File: config.mk
export PLATFORM = sky130hd
export DESIGN_NAME = smc_core
export DESIGN_NICKNAME = d
export VERILOG_FILES = /design/src/smc_pkg.sv /design/src/smc_core.sv /design/src/smc_pin_sync.sv
export SDC_FILE = /design/constraint.sdc
export NUM_CORES = 2
export LEC_CHECK = 0
export BUFFER_PORTS_ARGS = -buffer_cell sky130_fd_sc_hd__buf_2
export CORE_ASPECT_RATIO = 1.1
export CORE_MARGIN = 1
export CORE_UTILIZATION = 45
export DETAILED_ROUTE_END_ITERATION = 7
export GPL_TIMING_DRIVEN = 0
export SLEW_MARGIN = 40
export SYNTH_ARGS = -nofsm -noshare
export SYNTH_HDL_FRONTEND = slang
export SYNTH_SLANG_ARGS = --single-unit
File: constraint.sdc
create_clock -name mclk_i -period 14.3 [get_ports mclk_i]
set_clock_uncertainty 0.1 [all_clocks]
set_input_delay 2.86 -clock mclk_i [delete_from_list [all_inputs] [get_ports mclk_i]]
set_output_delay 2.86 -clock mclk_i [all_outputs]
set_load 0.01 [all_outputs]
File: src/smc_pkg.sv
/*
 * Shared constants and carrier types for the stall, amplitude and serial
 * port logic of the stepper controller.
 * Assumes a single 25 MHz core clock; all times are converted here.
 */
package smc_pkg;

   // Core clock
   localparam int CLK_PERIOD_NS = 40;

   // Stall threshold: 32 levels of 31.25 mV, sensed voltage LSB = step/8
   localparam int STALL_LEVELS = 32;
   localparam int STALL_TH_W = 5;
   localparam int VDS_W = 8;
   localparam int VDS_LSB_PER_STEP = 8;
   localparam int HALF_BRIDGES = 4;

   // Blanking: 125 ns per setting step, rounded up to whole cycles
   localparam int BLANK_STEP_NS = 125;
   localparam int BLANK_STEP_CYC =
      (BLANK_STEP_NS + CLK_PERIOD_NS - 1) / CLK_PERIOD_NS;
   localparam int BLANK_SEL_W = 3;
   localparam int BLANK_CNT_W = 6;

   // Amplitude arithmetic
   localparam int SPEED_W = 20;
   localparam int MIN_SPEED_W = 12;
   localparam int INT_SPEED_W = 14;
   localparam int KVAL_W = 8;
   localparam int ADC_W = 5;
   localparam int THERM_W = 4;
   localparam int BEMF_SHIFT = 16;
   localparam logic [5:0] VS_UNITY = 6'h10;
   localparam logic [5:0] VS_FULL = 6'h20;
   localparam int VS_SHIFT = 4;
   localparam logic [5:0] TH_UNITY = 6'h20;
   localparam int TH_SHIFT = 5;
   localparam int USTEP_SHIFT = 8;
   localparam logic [7:0] KVAL_MAX = 8'hff;

   // Serial port
   localparam int FRAME_BITS = 8;
   localparam logic [7:0] IDLE_REPLY = 8'h00;
   localparam logic [7:0] STATUS_READ_OPCODE = 8'hf0;

   typedef enum logic [1:0] {
      SMC_STOPPED = 2'b00,
      SMC_ACCEL = 2'b01,
      SMC_DECEL = 2'b10,
      SMC_RUN = 2'b11
   } smc_phase_type;

   // Half-bridge order: 0,1 = bridge A; 2,3 = bridge B
   typedef struct packed {
      logic [HALF_BRIDGES-1:0] hiz;
      logic [HALF_BRIDGES-1:0] ls_on;
      logic [HALF_BRIDGES-1:0] commut;
      logic [HALF_BRIDGES-1:0][VDS_W-1:0] vds;
   } smc_bridge_type;

   typedef struct packed {
      logic [KVAL_W-1:0] kval_base;
      logic [SPEED_W-1:0] speed;
      logic [MIN_SPEED_W-1:0] min_speed;
      logic low_speed_opt_enable;
      logic [INT_SPEED_W-1:0] int_speed;
      logic [KVAL_W-1:0] bemf_start_slope;
      logic [KVAL_W-1:0] bemf_final_slope_accel;
      logic [KVAL_W-1:0] bemf_final_slope_decel;
      logic supply_comp_enable;
      logic [THERM_W-1:0] thermal_factor;
      logic [KVAL_W-1:0] microstep;
   } smc_amp_cfg_type;

endpackage

File: src/smc_core.sv
/*
 * Stall detection, drive amplitude compensation and 8-bit serial slave.
 * Assumes bridge state, speed and configuration come from same-clock
 * logic; serial pins are asynchronous and are oversampled by mclk_i.
 */
// Behaviour
// - Sensed voltage over threshold drives that bridge's stall flag low.
// - Flag stays low until voltage drops and a status read follows.
// - Threshold is one of 32 levels, 31.25 mV steps up to 1 V.
// - Comparator off when half-bridge is high impedance or low side off.
// - Comparator off while commutating and until blanking has elapsed.
// - Low-speed optimisation only active between zero and minimum speed.
// - With optimisation enabled, profile minimum speed reads as zero.
// - Back-EMF term uses start slope below intersect, final slope above.
// - Separate final slopes for acceleration and deceleration.
// - Constant speed uses acceleration curve; stopped adds no term.
// - ADC result sampled once per PWM period, always.
// - Supply compensation uses ADC only when enabled.
// - Duty value is multiplied by the thermal factor.
// - Serial frames are 8 bits; host is master, device slave.
// - Serial output is high impedance while chip select is high.
// - Input taken MSB first on each rising serial clock edge.
// - Reply shifted out MSB first, updated on falling clock edges.
// - With nothing pending, an all-zero byte is shifted out.
// - While deselected, decode the byte and load any reply.
// - Several devices chain on shared select and clock lines; here any frame other than 8 clocks is refused.
// - Amplitude = (base + bemf) * supply * thermal * microstep.
`timescale 1ns/10ps
module smc_core (
   input wire logic mclk_i,
   input wire logic reset_i,
   input wire smc_pkg::smc_bridge_type bridge_i,
   input wire logic [smc_pkg::STALL_TH_W-1:0] stall_th_i,
   input wire logic [smc_pkg::BLANK_SEL_W-1:0] blank_sel_i,
   input wire smc_pkg::smc_amp_cfg_type amp_cfg_i,
   input wire smc_pkg::smc_phase_type phase_i,
   input wire logic pwm_period_i,
   input wire logic [smc_pkg::ADC_W-1:0] adc_code_i,
   input wire logic spi_cs_n_i,
   input wire logic spi_ck_i,
   input wire logic spi_sdi_i,
   input wire logic reply_load_i,
   input wire logic [7:0] reply_byte_i,
   output logic stall_a_n_o,
   output logic stall_b_n_o,
   output logic [smc_pkg::MIN_SPEED_W-1:0] profile_min_speed_o,
   output logic low_speed_opt_active_o,
   output logic [smc_pkg::KVAL_W-1:0] bemf_term_o,
   output logic [smc_pkg::ADC_W-1:0] adc_out_o,
   output logic [5:0] supply_comp_factor_o,
   output logic [smc_pkg::KVAL_W-1:0] drive_amp_o,
   output logic spi_sdo_o,
   output logic spi_sdo_oe_n_o,
   output logic [7:0] rx_byte_o,
   output logic rx_valid_o
);
   localparam int HB = smc_pkg::HALF_BRIDGES;

   // One bit wider: the top level lies just past the sensed range
   function automatic logic [smc_pkg::VDS_W:0] stall_level(
      input logic [smc_pkg::STALL_TH_W-1:0] th);
      return ({4'h0, th} + 9'h001) * 9'(smc_pkg::VDS_LSB_PER_STEP);
   endfunction

   function automatic logic [smc_pkg::KVAL_W-1:0] bemf_curve(
      input logic [smc_pkg::SPEED_W-1:0] spd,
      input logic [smc_pkg::INT_SPEED_W-1:0] isp,
      input logic [smc_pkg::KVAL_W-1:0] st,
      input logic [smc_pkg::KVAL_W-1:0] fn);
      logic [29:0] acc;
      logic [29:0] scaled;
      if (spd < {6'h00, isp})
         acc = 30'(spd) * 30'(st);
      else
         acc = 30'(isp) * 30'(st) + 30'(spd - {6'h00, isp}) * 30'(fn);
      scaled = acc >> smc_pkg::BEMF_SHIFT;
      if (scaled > 30'(smc_pkg::KVAL_MAX))
         return smc_pkg::KVAL_MAX;
      return scaled[smc_pkg::KVAL_W-1:0];
   endfunction

   // Stall comparators with blanking
   logic [HB-1:0][smc_pkg::BLANK_CNT_W-1:0] blank_r;
   logic [HB-1:0] cmp_en;
   logic [HB-1:0] over;
   logic raw_a;
   logic raw_b;
   logic [smc_pkg::BLANK_CNT_W-1:0] blank_len;
   logic stall_a_n_r;
   logic stall_b_n_r;
   logic status_clear;

   assign blank_len = smc_pkg::BLANK_CNT_W'(
      ({3'h0, blank_sel_i} + 6'h01) * 6'(smc_pkg::BLANK_STEP_CYC));

   always_ff @(posedge mclk_i or posedge reset_i)
   begin
      if (reset_i)
         blank_r <= '0;
      else
         for (int i = 0; i < HB; i++)
         begin
            if (bridge_i.commut[i])
               blank_r[i] <= blank_len;
            else if (blank_r[i] != '0)
               blank_r[i] <= blank_r[i] - 6'h01;
         end
   end

   always_comb
   begin
      for (int i = 0; i < HB; i++)
      begin
         cmp_en[i] = !bridge_i.hiz[i] && bridge_i.ls_on[i]
            && !bridge_i.commut[i] && blank_r[i] == '0;
         over[i] = cmp_en[i] &&
            {1'b0, bridge_i.vds[i]} > stall_level(stall_th_i);
      end
   end

   assign raw_a = over[0] | over[1];
   assign raw_b = over[2] | over[3];

   // Detection wins over a clear in the same cycle
   always_ff @(posedge mclk_i or posedge reset_i)
   begin
      if (reset_i)
      begin
         stall_a_n_r <= 1'b1;
         stall_b_n_r <= 1'b1;
      end
      else
      begin
         if (raw_a)
            stall_a_n_r <= 1'b0;
         else if (status_clear)
            stall_a_n_r <= 1'b1;
         if (raw_b)
            stall_b_n_r <= 1'b0;
         else if (status_clear)
            stall_b_n_r <= 1'b1;
      end
   end

   assign stall_a_n_o = stall_a_n_r;
   assign stall_b_n_o = stall_b_n_r;

   chk_stall_set: assert property (@(posedge mclk_i) disable iff (reset_i)
      raw_a |=> !stall_a_n_r) else $error("stall A not flagged");
   chk_stall_hold: assert property (@(posedge mclk_i) disable iff (reset_i)
      (!stall_b_n_r && raw_b) |=> !stall_b_n_r)
      else $error("stall B released early");
   chk_blank_off: assert property (@(posedge mclk_i) disable iff (reset_i)
      $fell(bridge_i.commut[2]) |->
      !cmp_en[2] [*4]) else $error("comparator on in blanking");

   // Amplitude path
   logic [smc_pkg::ADC_W-1:0] adc_out_r;
   logic [smc_pkg::KVAL_W-1:0] bemf_r;
   logic lso_r;
   logic [smc_pkg::KVAL_W-1:0] amp_r;
   logic [5:0] vs_factor;
   logic [5:0] th_factor;
   logic [smc_pkg::KVAL_W-1:0] bemf_nxt;
   logic [smc_pkg::KVAL_W-1:0] amp_nxt;

   always_ff @(posedge mclk_i or posedge reset_i)
   begin
      if (reset_i)
         adc_out_r <= '0;
      else if (pwm_period_i)
         adc_out_r <= adc_code_i;
   end

   always_comb
   begin
      case (phase_i)
         smc_pkg::SMC_STOPPED: bemf_nxt = '0;
         smc_pkg::SMC_DECEL: bemf_nxt = bemf_curve(amp_cfg_i.speed,
            amp_cfg_i.int_speed, amp_cfg_i.bemf_start_slope,
            amp_cfg_i.bemf_final_slope_decel);
         default: bemf_nxt = bemf_curve(amp_cfg_i.speed,
            amp_cfg_i.int_speed, amp_cfg_i.bemf_start_slope,
            amp_cfg_i.bemf_final_slope_accel);
      endcase
   end

   // Linear about mid-scale: a divider would cost far more area
   assign vs_factor = amp_cfg_i.supply_comp_enable ?
      smc_pkg::VS_FULL - {1'b0, adc_out_r} : smc_pkg::VS_UNITY;
   assign th_factor = smc_pkg::TH_UNITY +
      {2'b00, amp_cfg_i.thermal_factor};

   always_comb
   begin
      logic [8:0] base_sum;
      logic [14:0] p1;
      logic [16:0] p2;
      logic [19:0] p3;
      base_sum = {1'b0, amp_cfg_i.kval_base} + {1'b0, bemf_r};
      p1 = 15'(base_sum) * 15'(vs_factor);
      p2 = 17'(p1 >> smc_pkg::VS_SHIFT) * 17'(th_factor);
      p3 = 20'(p2 >> smc_pkg::TH_SHIFT) * 20'(amp_cfg_i.microstep);
      p3 = p3 >> smc_pkg::USTEP_SHIFT;
      if (p3 > 20'(smc_pkg::KVAL_MAX))
         amp_nxt = smc_pkg::KVAL_MAX;
      else
         amp_nxt = p3[smc_pkg::KVAL_W-1:0];
   end

   always_ff @(posedge mclk_i or posedge reset_i)
   begin
      if (reset_i)
      begin
         bemf_r <= '0;
         lso_r <= 1'b0;
         amp_r <= '0;
      end
      else
      begin
         bemf_r <= bemf_nxt;
         lso_r <= amp_cfg_i.low_speed_opt_enable && phase_i !=
            smc_pkg::SMC_STOPPED && amp_cfg_i.speed <
            {8'h00, amp_cfg_i.min_speed};
         amp_r <= amp_nxt;
      end
   end

   assign profile_min_speed_o = amp_cfg_i.low_speed_opt_enable ?
      '0 : amp_cfg_i.min_speed;
   assign low_speed_opt_active_o = lso_r;
   assign bemf_term_o = bemf_r;
   assign adc_out_o = adc_out_r;
   assign supply_comp_factor_o = vs_factor;
   assign drive_amp_o = amp_r;

   chk_adc_sample: assert property (@(posedge mclk_i) disable iff (reset_i)
      pwm_period_i |=> adc_out_r == $past(adc_code_i))
      else $error("ADC not sampled on PWM period");
   chk_stop_bemf: assert property (@(posedge mclk_i) disable iff (reset_i)
      phase_i == smc_pkg::SMC_STOPPED |=> bemf_r == '0)
      else $error("bemf applied while stopped");
   chk_lso_speed: assert property (@(posedge mclk_i) disable iff (reset_i)
      lso_r |-> $past(amp_cfg_i.speed) < {8'h00, $past(amp_cfg_i.min_speed)})
      else $error("low speed opt above threshold");

   // Serial slave
   logic cs_n_f;
   logic cs_rise;
   logic cs_fall;
   logic ck_rise;
   logic ck_fall;
   logic sdi_f;
   logic [7:0] shift_r;
   logic [3:0] bits_r;
   logic sdo_r;
   logic [7:0] rx_r;
   logic rx_valid_r;
   logic frame_ok;
   logic sdi_dummy_unused;
   logic rise_unused;
   logic fall_unused;

   smc_pin_sync #(
      .WIDTH(3),
      .INIT(3'b100)
   ) u_pin_sync (
      .mclk_i(mclk_i),
      .reset_i(reset_i),
      .pin_i({spi_cs_n_i, spi_ck_i, spi_sdi_i}),
      .level_o({cs_n_f, sdi_dummy_unused, sdi_f}),
      .rise_o({cs_rise, ck_rise, rise_unused}),
      .fall_o({cs_fall, ck_fall, fall_unused})
   );

   assign frame_ok = bits_r == 4'(smc_pkg::FRAME_BITS);
   assign status_clear = cs_rise && frame_ok &&
      shift_r == smc_pkg::STATUS_READ_OPCODE;

   // Shift stage: what comes in on SDI leaves on SDO one byte later
   always_ff @(posedge mclk_i or posedge reset_i)
   begin
      if (reset_i)
      begin
         shift_r <= smc_pkg::IDLE_REPLY;
         bits_r <= '0;
      end
      else if (cs_rise)
      begin
         bits_r <= '0;
         if (status_clear)
            shift_r <= {stall_a_n_r, stall_b_n_r, 6'h00};
         else if (reply_load_i)
            shift_r <= reply_byte_i;
         else
            shift_r <= smc_pkg::IDLE_REPLY;
      end
      else if (cs_n_f && reply_load_i)
         shift_r <= reply_byte_i;
      else if (!cs_n_f && ck_rise)
      begin
         shift_r <= {shift_r[6:0], sdi_f};
         if (bits_r != 4'hf)
            bits_r <= bits_r + 4'h1;
      end
   end

   always_ff @(posedge mclk_i or posedge reset_i)
   begin
      if (reset_i)
         sdo_r <= 1'b0;
      else if (cs_fall || (!cs_n_f && ck_fall))
         sdo_r <= shift_r[7];
   end

   always_ff @(posedge mclk_i or posedge reset_i)
   begin
      if (reset_i)
      begin
         rx_r <= '0;
         rx_valid_r <= 1'b0;
      end
      else
      begin
         rx_valid_r <= cs_rise && frame_ok;
         if (cs_rise && frame_ok)
            rx_r <= shift_r;
      end
   end

   assign spi_sdo_o = sdo_r;
   assign spi_sdo_oe_n_o = cs_n_f;
   assign rx_byte_o = rx_r;
   assign rx_valid_o = rx_valid_r;

   chk_sdo_hiz: assert property (@(posedge mclk_i) disable iff (reset_i)
      cs_n_f |-> spi_sdo_oe_n_o) else $error("SDO driven deselected");
   chk_msb_out: assert property (@(posedge mclk_i) disable iff (reset_i)
      (!cs_n_f && ck_fall) |=> spi_sdo_o == $past(shift_r[7]))
      else $error("SDO not MSB of shift stage");
   chk_idle_zero: assert property (@(posedge mclk_i) disable iff (reset_i)
      (cs_rise && !status_clear && !reply_load_i) |=> shift_r == 8'h00)
      else $error("idle reply not zero");
   chk_shift_in: assert property (@(posedge mclk_i) disable iff (reset_i)
      (!cs_n_f && ck_rise && !cs_rise) |=>
      shift_r == {$past(shift_r[6:0]), $past(sdi_f)})
      else $error("SDI not shifted on rising clock");
endmodule

File: src/smc_pin_sync.sv
/*
 * Three-flop pin synchroniser with filtered level and edge pulses.
 * Assumes inputs are asynchronous to mclk_i; a change is accepted only
 * once the second and third stages agree.
 */
`timescale 1ns/10ps
module smc_pin_sync #(
   parameter int WIDTH = 1,
   parameter logic [WIDTH-1:0] INIT = '0
)(
   input wire logic mclk_i,
   input wire logic reset_i,
   input wire logic [WIDTH-1:0] pin_i,
   output logic [WIDTH-1:0] level_o,
   output logic [WIDTH-1:0] rise_o,
   output logic [WIDTH-1:0] fall_o
);
   logic [WIDTH-1:0] s1_r;
   logic [WIDTH-1:0] s2_r;
   logic [WIDTH-1:0] s3_r;
   logic [WIDTH-1:0] level_r;
   logic [WIDTH-1:0] agree;

   always_ff @(posedge mclk_i or posedge reset_i)
   begin
      if (reset_i)
      begin
         s1_r <= INIT;
         s2_r <= INIT;
         s3_r <= INIT;
      end
      else
      begin
         s1_r <= pin_i;
         s2_r <= s1_r;
         s3_r <= s2_r;
      end
   end

   assign agree = ~(s2_r ^ s3_r);

   always_ff @(posedge mclk_i or posedge reset_i)
   begin
      if (reset_i)
         level_r <= INIT;
      else
         level_r <= (agree & s3_r) | (~agree & level_r);
   end

   assign level_o = level_r;
   assign rise_o = agree & s3_r & ~level_r;
   assign fall_o = agree & ~s3_r & level_r;
endmodule

---- Yosys cells after proc, flatten, opt, wreduce, memory -nomap -nowiden ----
Cells that the tools add are included.
storage, ports and cells
  bits in registers ....................... 82
  input bits .............................. 166
  output and inout bits ................... 53
  logic and storage cells ................. 156
operators by class
  add/sub/neg operators ................... 13
  $mul .................................... 7
  order comparisons ....................... 9
  eq/ne operators ......................... 5
  multiplexer cells ....................... 36
  bitwise gates (word level) .............. 13
  reductions and logical operators ........ 54
operators by type and width
  cell                   count
  $mux W30               4
  $mux W8                10
  $add A22 B30 Y30       2
  $mux W6                9
  $gt A8 B9 Y1           4
  $mul A21 B9 Y30        1
  $mul A30 B8 Y30        1
  $gt A14 B8 Y1 const B  2
  $mul A20 B8 Y28        1
  $logic_not A6 Y1       4
  $reduce_bool A6 Y1     4
  $sub A6 B1 Y6 const B  4
  $logic_and A1 B1 Y1    23
  $mul A14 B8 Y22        1
  $sub A20 B14 Y21       1
  $lt A20 B12 Y1         1
  $lt A20 B14 Y1         1
  $mul A12 B8 Y20        1
  $reduce_bool A2 Y1     9
  $mul A11 B6 Y17        1
  $mux W4                4
  $pmux W8 S2            1
  $and A3 B3 Y3          5
  $mul A9 B6 Y15         1
  other kinds (24)       42

---- Logic depth before layout (Yosys ltp) ----
  depth after elaboration ................. 10
  gate-level depth with buffers ........... 56
  gate-level depth less buffers ........... 56

---- Hierarchy ----
A second synthesis with hierarchy kept.
unflattened totals
  cells, all modules ...................... 3829
  area total of the unflattened synthesis .. 32919.1 um2
modules (own cells, without submodules)
  module        times used  cells each  area an instance (um2)  seq. area each (um2)
  smc_core      1           3795        32429.9                 1754.2
  smc_pin_sync  1           34          489.2                   305.3

---- Worst setup path before layout ----
Ideal clock, no wire load.
  path type ............................... in2reg
  start point ............................. input amp_cfg_i[85] (netlist name)
  end point ............................... register amp_r, in the netlist drive_amp_o[7]
  library setup time ...................... 0.128 ns
  data arrival time ....................... 14.562 ns
  data required time ...................... 14.072 ns
  path slack .............................. -0.489 ns
  stages on the path ...................... 54
  buffers on the path ..................... 0
  cells stage by stage .................... ha_1 > a21o_1 > a21oi_1 > o21ai_0 > a21oi_1 > o21bai_1 > a21oi_1 > xor2_1 > nor2_1 > fa_1 > fa_1 > inv_1 > fa_1 > inv_1 > ha_1 > inv_1 > o21bai_1 > a21oi_1 > [18 not listed] > nand2_1 > fa_1 > inv_1 > fa_1 > fa_1 > inv_1 > fa_1 > inv_1 > ha_1 > a21o_1 > a31oi_1 > o21ai_2 > a41o_1 > o41a_4 > a31oi_4 > mux2i_1 > a21oi_4 > nand2b_1
on the way
  longest elaborated chain between the ends .. 6
RTL lines
  element               RTL line         text
  start, declared       smc_core.sv:35   input wire smc_pkg::smc_amp_cfg_type amp_cfg_i,
  $add A8 B8 Y9 *       smc_core.sv:200  base_sum = {1'b0, amp_cfg_i.kval_base} + {1'b0, bemf_r};
  $mul A9 B6 Y15 *      smc_core.sv:201  p1 = 15'(base_sum) * 15'(vs_factor);
  $mul A11 B6 Y17 *     smc_core.sv:202  p2 = 17'(p1 >> smc_pkg::VS_SHIFT) * 17'(th_factor);
  $mul A12 B8 Y20 *     smc_core.sv:203  p3 = 20'(p2 >> smc_pkg::TH_SHIFT) * 20'(amp_cfg_i.microstep);
  $gt A12 B8 Y1         smc_core.sv:205  if (p3 > 20'(smc_pkg::KVAL_MAX))
  $mux W8 *             smc_core.sv:205
  net amp_nxt, one bit  smc_core.sv:165  logic [smc_pkg::KVAL_W-1:0] amp_nxt;
  end signal, assigned  smc_core.sv:225  amp_r <= amp_nxt;
  end, declared         smc_core.sv:161  logic [smc_pkg::KVAL_W-1:0] amp_r;
Mark *: on every way through the listed nets, which the timed path passes. The rest lies on a longest branch.
A chain may end at the register's enable or synchronous reset.

---- Worst setup path in the final report ----
  start point ............................. input amp_cfg_i[86] (netlist name)
  end point ............................... register amp_r, in the netlist drive_amp_o[7]
The elaborated chain is that of the path after synthesis.

==> results.txt <==
Status = complete, no violations
Fillers = 6,682
Number of buffers created by CTS = 9
CP max stage delay = 0.54 ns
Largest family of logic cells by synthesized area = adder cells
Worst r2r src = adc_out_o[0]
Gpl congestion = 0.883
Hold Path Class = register to register
Max_slew headroom = 37.3%
H-tree depth = 3
Most common cell on crit path = fa_1
Layout cells sized above 1 = 11.4%
Hold depth = 0
Distinct cell type count after synthesis = 79
Simple-gate share of the synthesized area = 19.3%
Synth Area in XOR/XNOR = 3.41%
Vias = 24,600
Area Growth Syn to Fin = 11.6%
Top cell type's share of synthesized area = 37.7%
Reg2reg path depth = 53
Final Hold Vio Count = 0
F_max = 70.1 MHz
Area share of fa/ha/maj cells after synthesis = 51.6%
Yosys reg bits = 82
Die height = 281 µm
WL final = 81.5 mm
Register area = 2060 µm²
Initial drt markers = 1,059
Seq/Total Area, Yosys = 6.48%
Overflow after GRT = 0
Die outline width = 255 µm
Final setup violation count = 0
Synth cell count leaders = 745 x inv_1, 599 x fa_1, 395 x nand2_1
Largest net degree at the start of global routing = 44
Pre-Repair DR Iteration Count = 5
Avg Inst Size Synth = 8.78 µm²
Final min period = 14.26 ns
Synth Area in Compound Gates = 7.19%
Core area = 69,400 µm²
Initial antenna violation count = 13
Via density = 5.09
Max Slew Vio Count = 0
CP startpoint kind = input pin
CTS Sinks = 82
Worst-Margin Slew = 0.940 ns
GR Util All Layers = 23.7%
Port buffer count = 204
FF-to-FF setup slack = 2.11 ns
Main synth FF type = dfrtp_1
Fin nets = 5,002
Footprint of the multi-input gates = 27,100 µm²
Clk slew on worst S/H paths = 0.06 ns
Worst skew pair latency = 0.36 ns
CP endpoint kind = register
Max clock buf depth = 2
Finished Core Util = 51.1%
First-pass GRT wire length = 135 mm
Pre-CTS worst setup slack = -1.21 ns
DP HPWL = 69.5 mm
Worst Path Required = 14.49 ns
Crit Path Category = input pin to register
Drt wl/cell = 16.9 µm
EDFF count, synth = 0
IO Count = 219
Rows = 101
Worst r2r dst = drive_amp_o[7]
Period utilization = 99.7%
Root buf cell = clkbuf_16
Syn nets = 4,736
Slowest cell on crit path = fa_1
Total die area = 71,700 µm²
DRC violation count after routing = 0
Max cap viols = 0
Post-route ant nets = 0
Hold-fix buffers at CTS = 0
Hold Crit Endpoint = u_pin_sync.s2_r[0]
Mapped cell area = 31,800 µm²
Synth Warn # = 0
Hold path startpoint = u_pin_sync.s1_r[0]
Share of flip-flops with an asynchronous set or reset = 100%
Vias in the first global route = 25,900
Most numerous cell in the Yosys netlist = inv_1
Starting Density = 45.8%
Final worst slack = 0.0383 ns
Cells after Synth = 3,620
Setup TNS = 0 ns
Critical Path AT = 14.45 ns
Worst-path maximum fanout = 8
Post-synthesis mux area share = 1.61%
CTS tree = done
Top cells by area, synth = fa_1 38%, ha_1 14%, inv_1 8.8%
Post-synth top area cell = fa_1
RSZ-0062 raised after global routing = yes
## cells in the final DEF, fill, tap and decap left out, types with 74 or more instances in the layout
cell,n
nand2_1,391
nor2_1,137
clkbuf_1,131
inv_1,735
and2_1,376
buf_2,203
fa_1,597
ha_1,333
dfrtp_1,76
a21oi_1,74
## worst max path at each step
stage / start / to / slack (ns) / depth (start not counted)
final: amp_cfg_i[86] / drive_amp_o[7] / 0.04 / 54
after global routing: amp_cfg_i[85] / drive_amp_o[0] / -0.48 / 57
after CTS: amp_cfg_i[85] / drive_amp_o[0] / -0.07 / 54
after detailed placement: amp_cfg_i[85] / drive_amp_o[2] / -1.21 / 56
after global placement: amp_cfg_i[85] / drive_amp_o[4] / -1.16 / 56
after floorplan: amp_cfg_i[85] / drive_amp_o[7] / 0.004 / 55
## state kept, by name, summed over array words and instances (netlist names), named ones only
name,cells
stall_b_n_o,1
low_speed_opt_active_o,1
spi_sdo_o,1
rx_valid_o,1
u_pin_sync.s2_r,3
rx_byte_o,8
drive_amp_o,8
bemf_term_o,8
blank_r,24
adc_out_o,5
shift_r,8
stall_a_n_o,1
u_pin_sync.s3_r,3
bits_r,4
u_pin_sync.s1_r,3
## routing by layer
metal | vias up | part of all wire [%] | global-route usage [%]
li1 | 11700 | - | -
met1 | 12200 | 41 | 29.6
met2 | 568 | 51 | 43.0
met3 | 122 | 3.6 | 1.63
met4 | 4 | 3.7 | 8.90
met5 | - | 0.027 | 0
## worst max-delay path: cells and delay by family
family | cells | cell delay (ns)
AOI/OAI and AO/OA | 16 | 2.83
adders and majority gates | 14 | 5.97
xor gates and xnor gates | 3 | 0.59
buffers and inverters | 10 | 0.76
and+or+nand+nor | 10 | 1.14
muxes | 1 | 0.27
## what timing repair did
action,in CTS,in global routing
endpoints found under the setup margin,8,8
gates resized for setup,57,34
buffers inserted,34,18
pin swaps,58,42
## through the flow
stage	cell area, µm²	hold slack, ns	cells
global placement	34200	0.236	4751
CTS	35200	0.256	4803
finish	35500	0.255	4826
floorplan	32000	0.231	3620
detailed placement	34200	0.244	4753
global route	35500	0.262	4822
## logic make-up after synthesis
| logic type | Yosys count |
|---|---|
| mux | 48 |
| simple gates | 1201 |
| xor+xnor | 122 |
| fa+ha+maj | 951 |
| buf+inv | 881 |
| flops | 82 |
| compound gates | 335 |
## area by class of cell
cell class,count,share of cell area (%)
Inverter,745,7.91
Clock buffer,9,0.635
Clock inverter,7,0.226
Tap cell,927,3.27
Buffer,136,1.47
Antenna cell,8,0.0564
Timing Repair Buffer,255,4.12
Multi-Input combinational cell,2657,76.5
Sequential cell,82,5.81
Power is not shown: default switching activity piles up to over one toggle a cycle in this logic, so the estimate is an artifact.
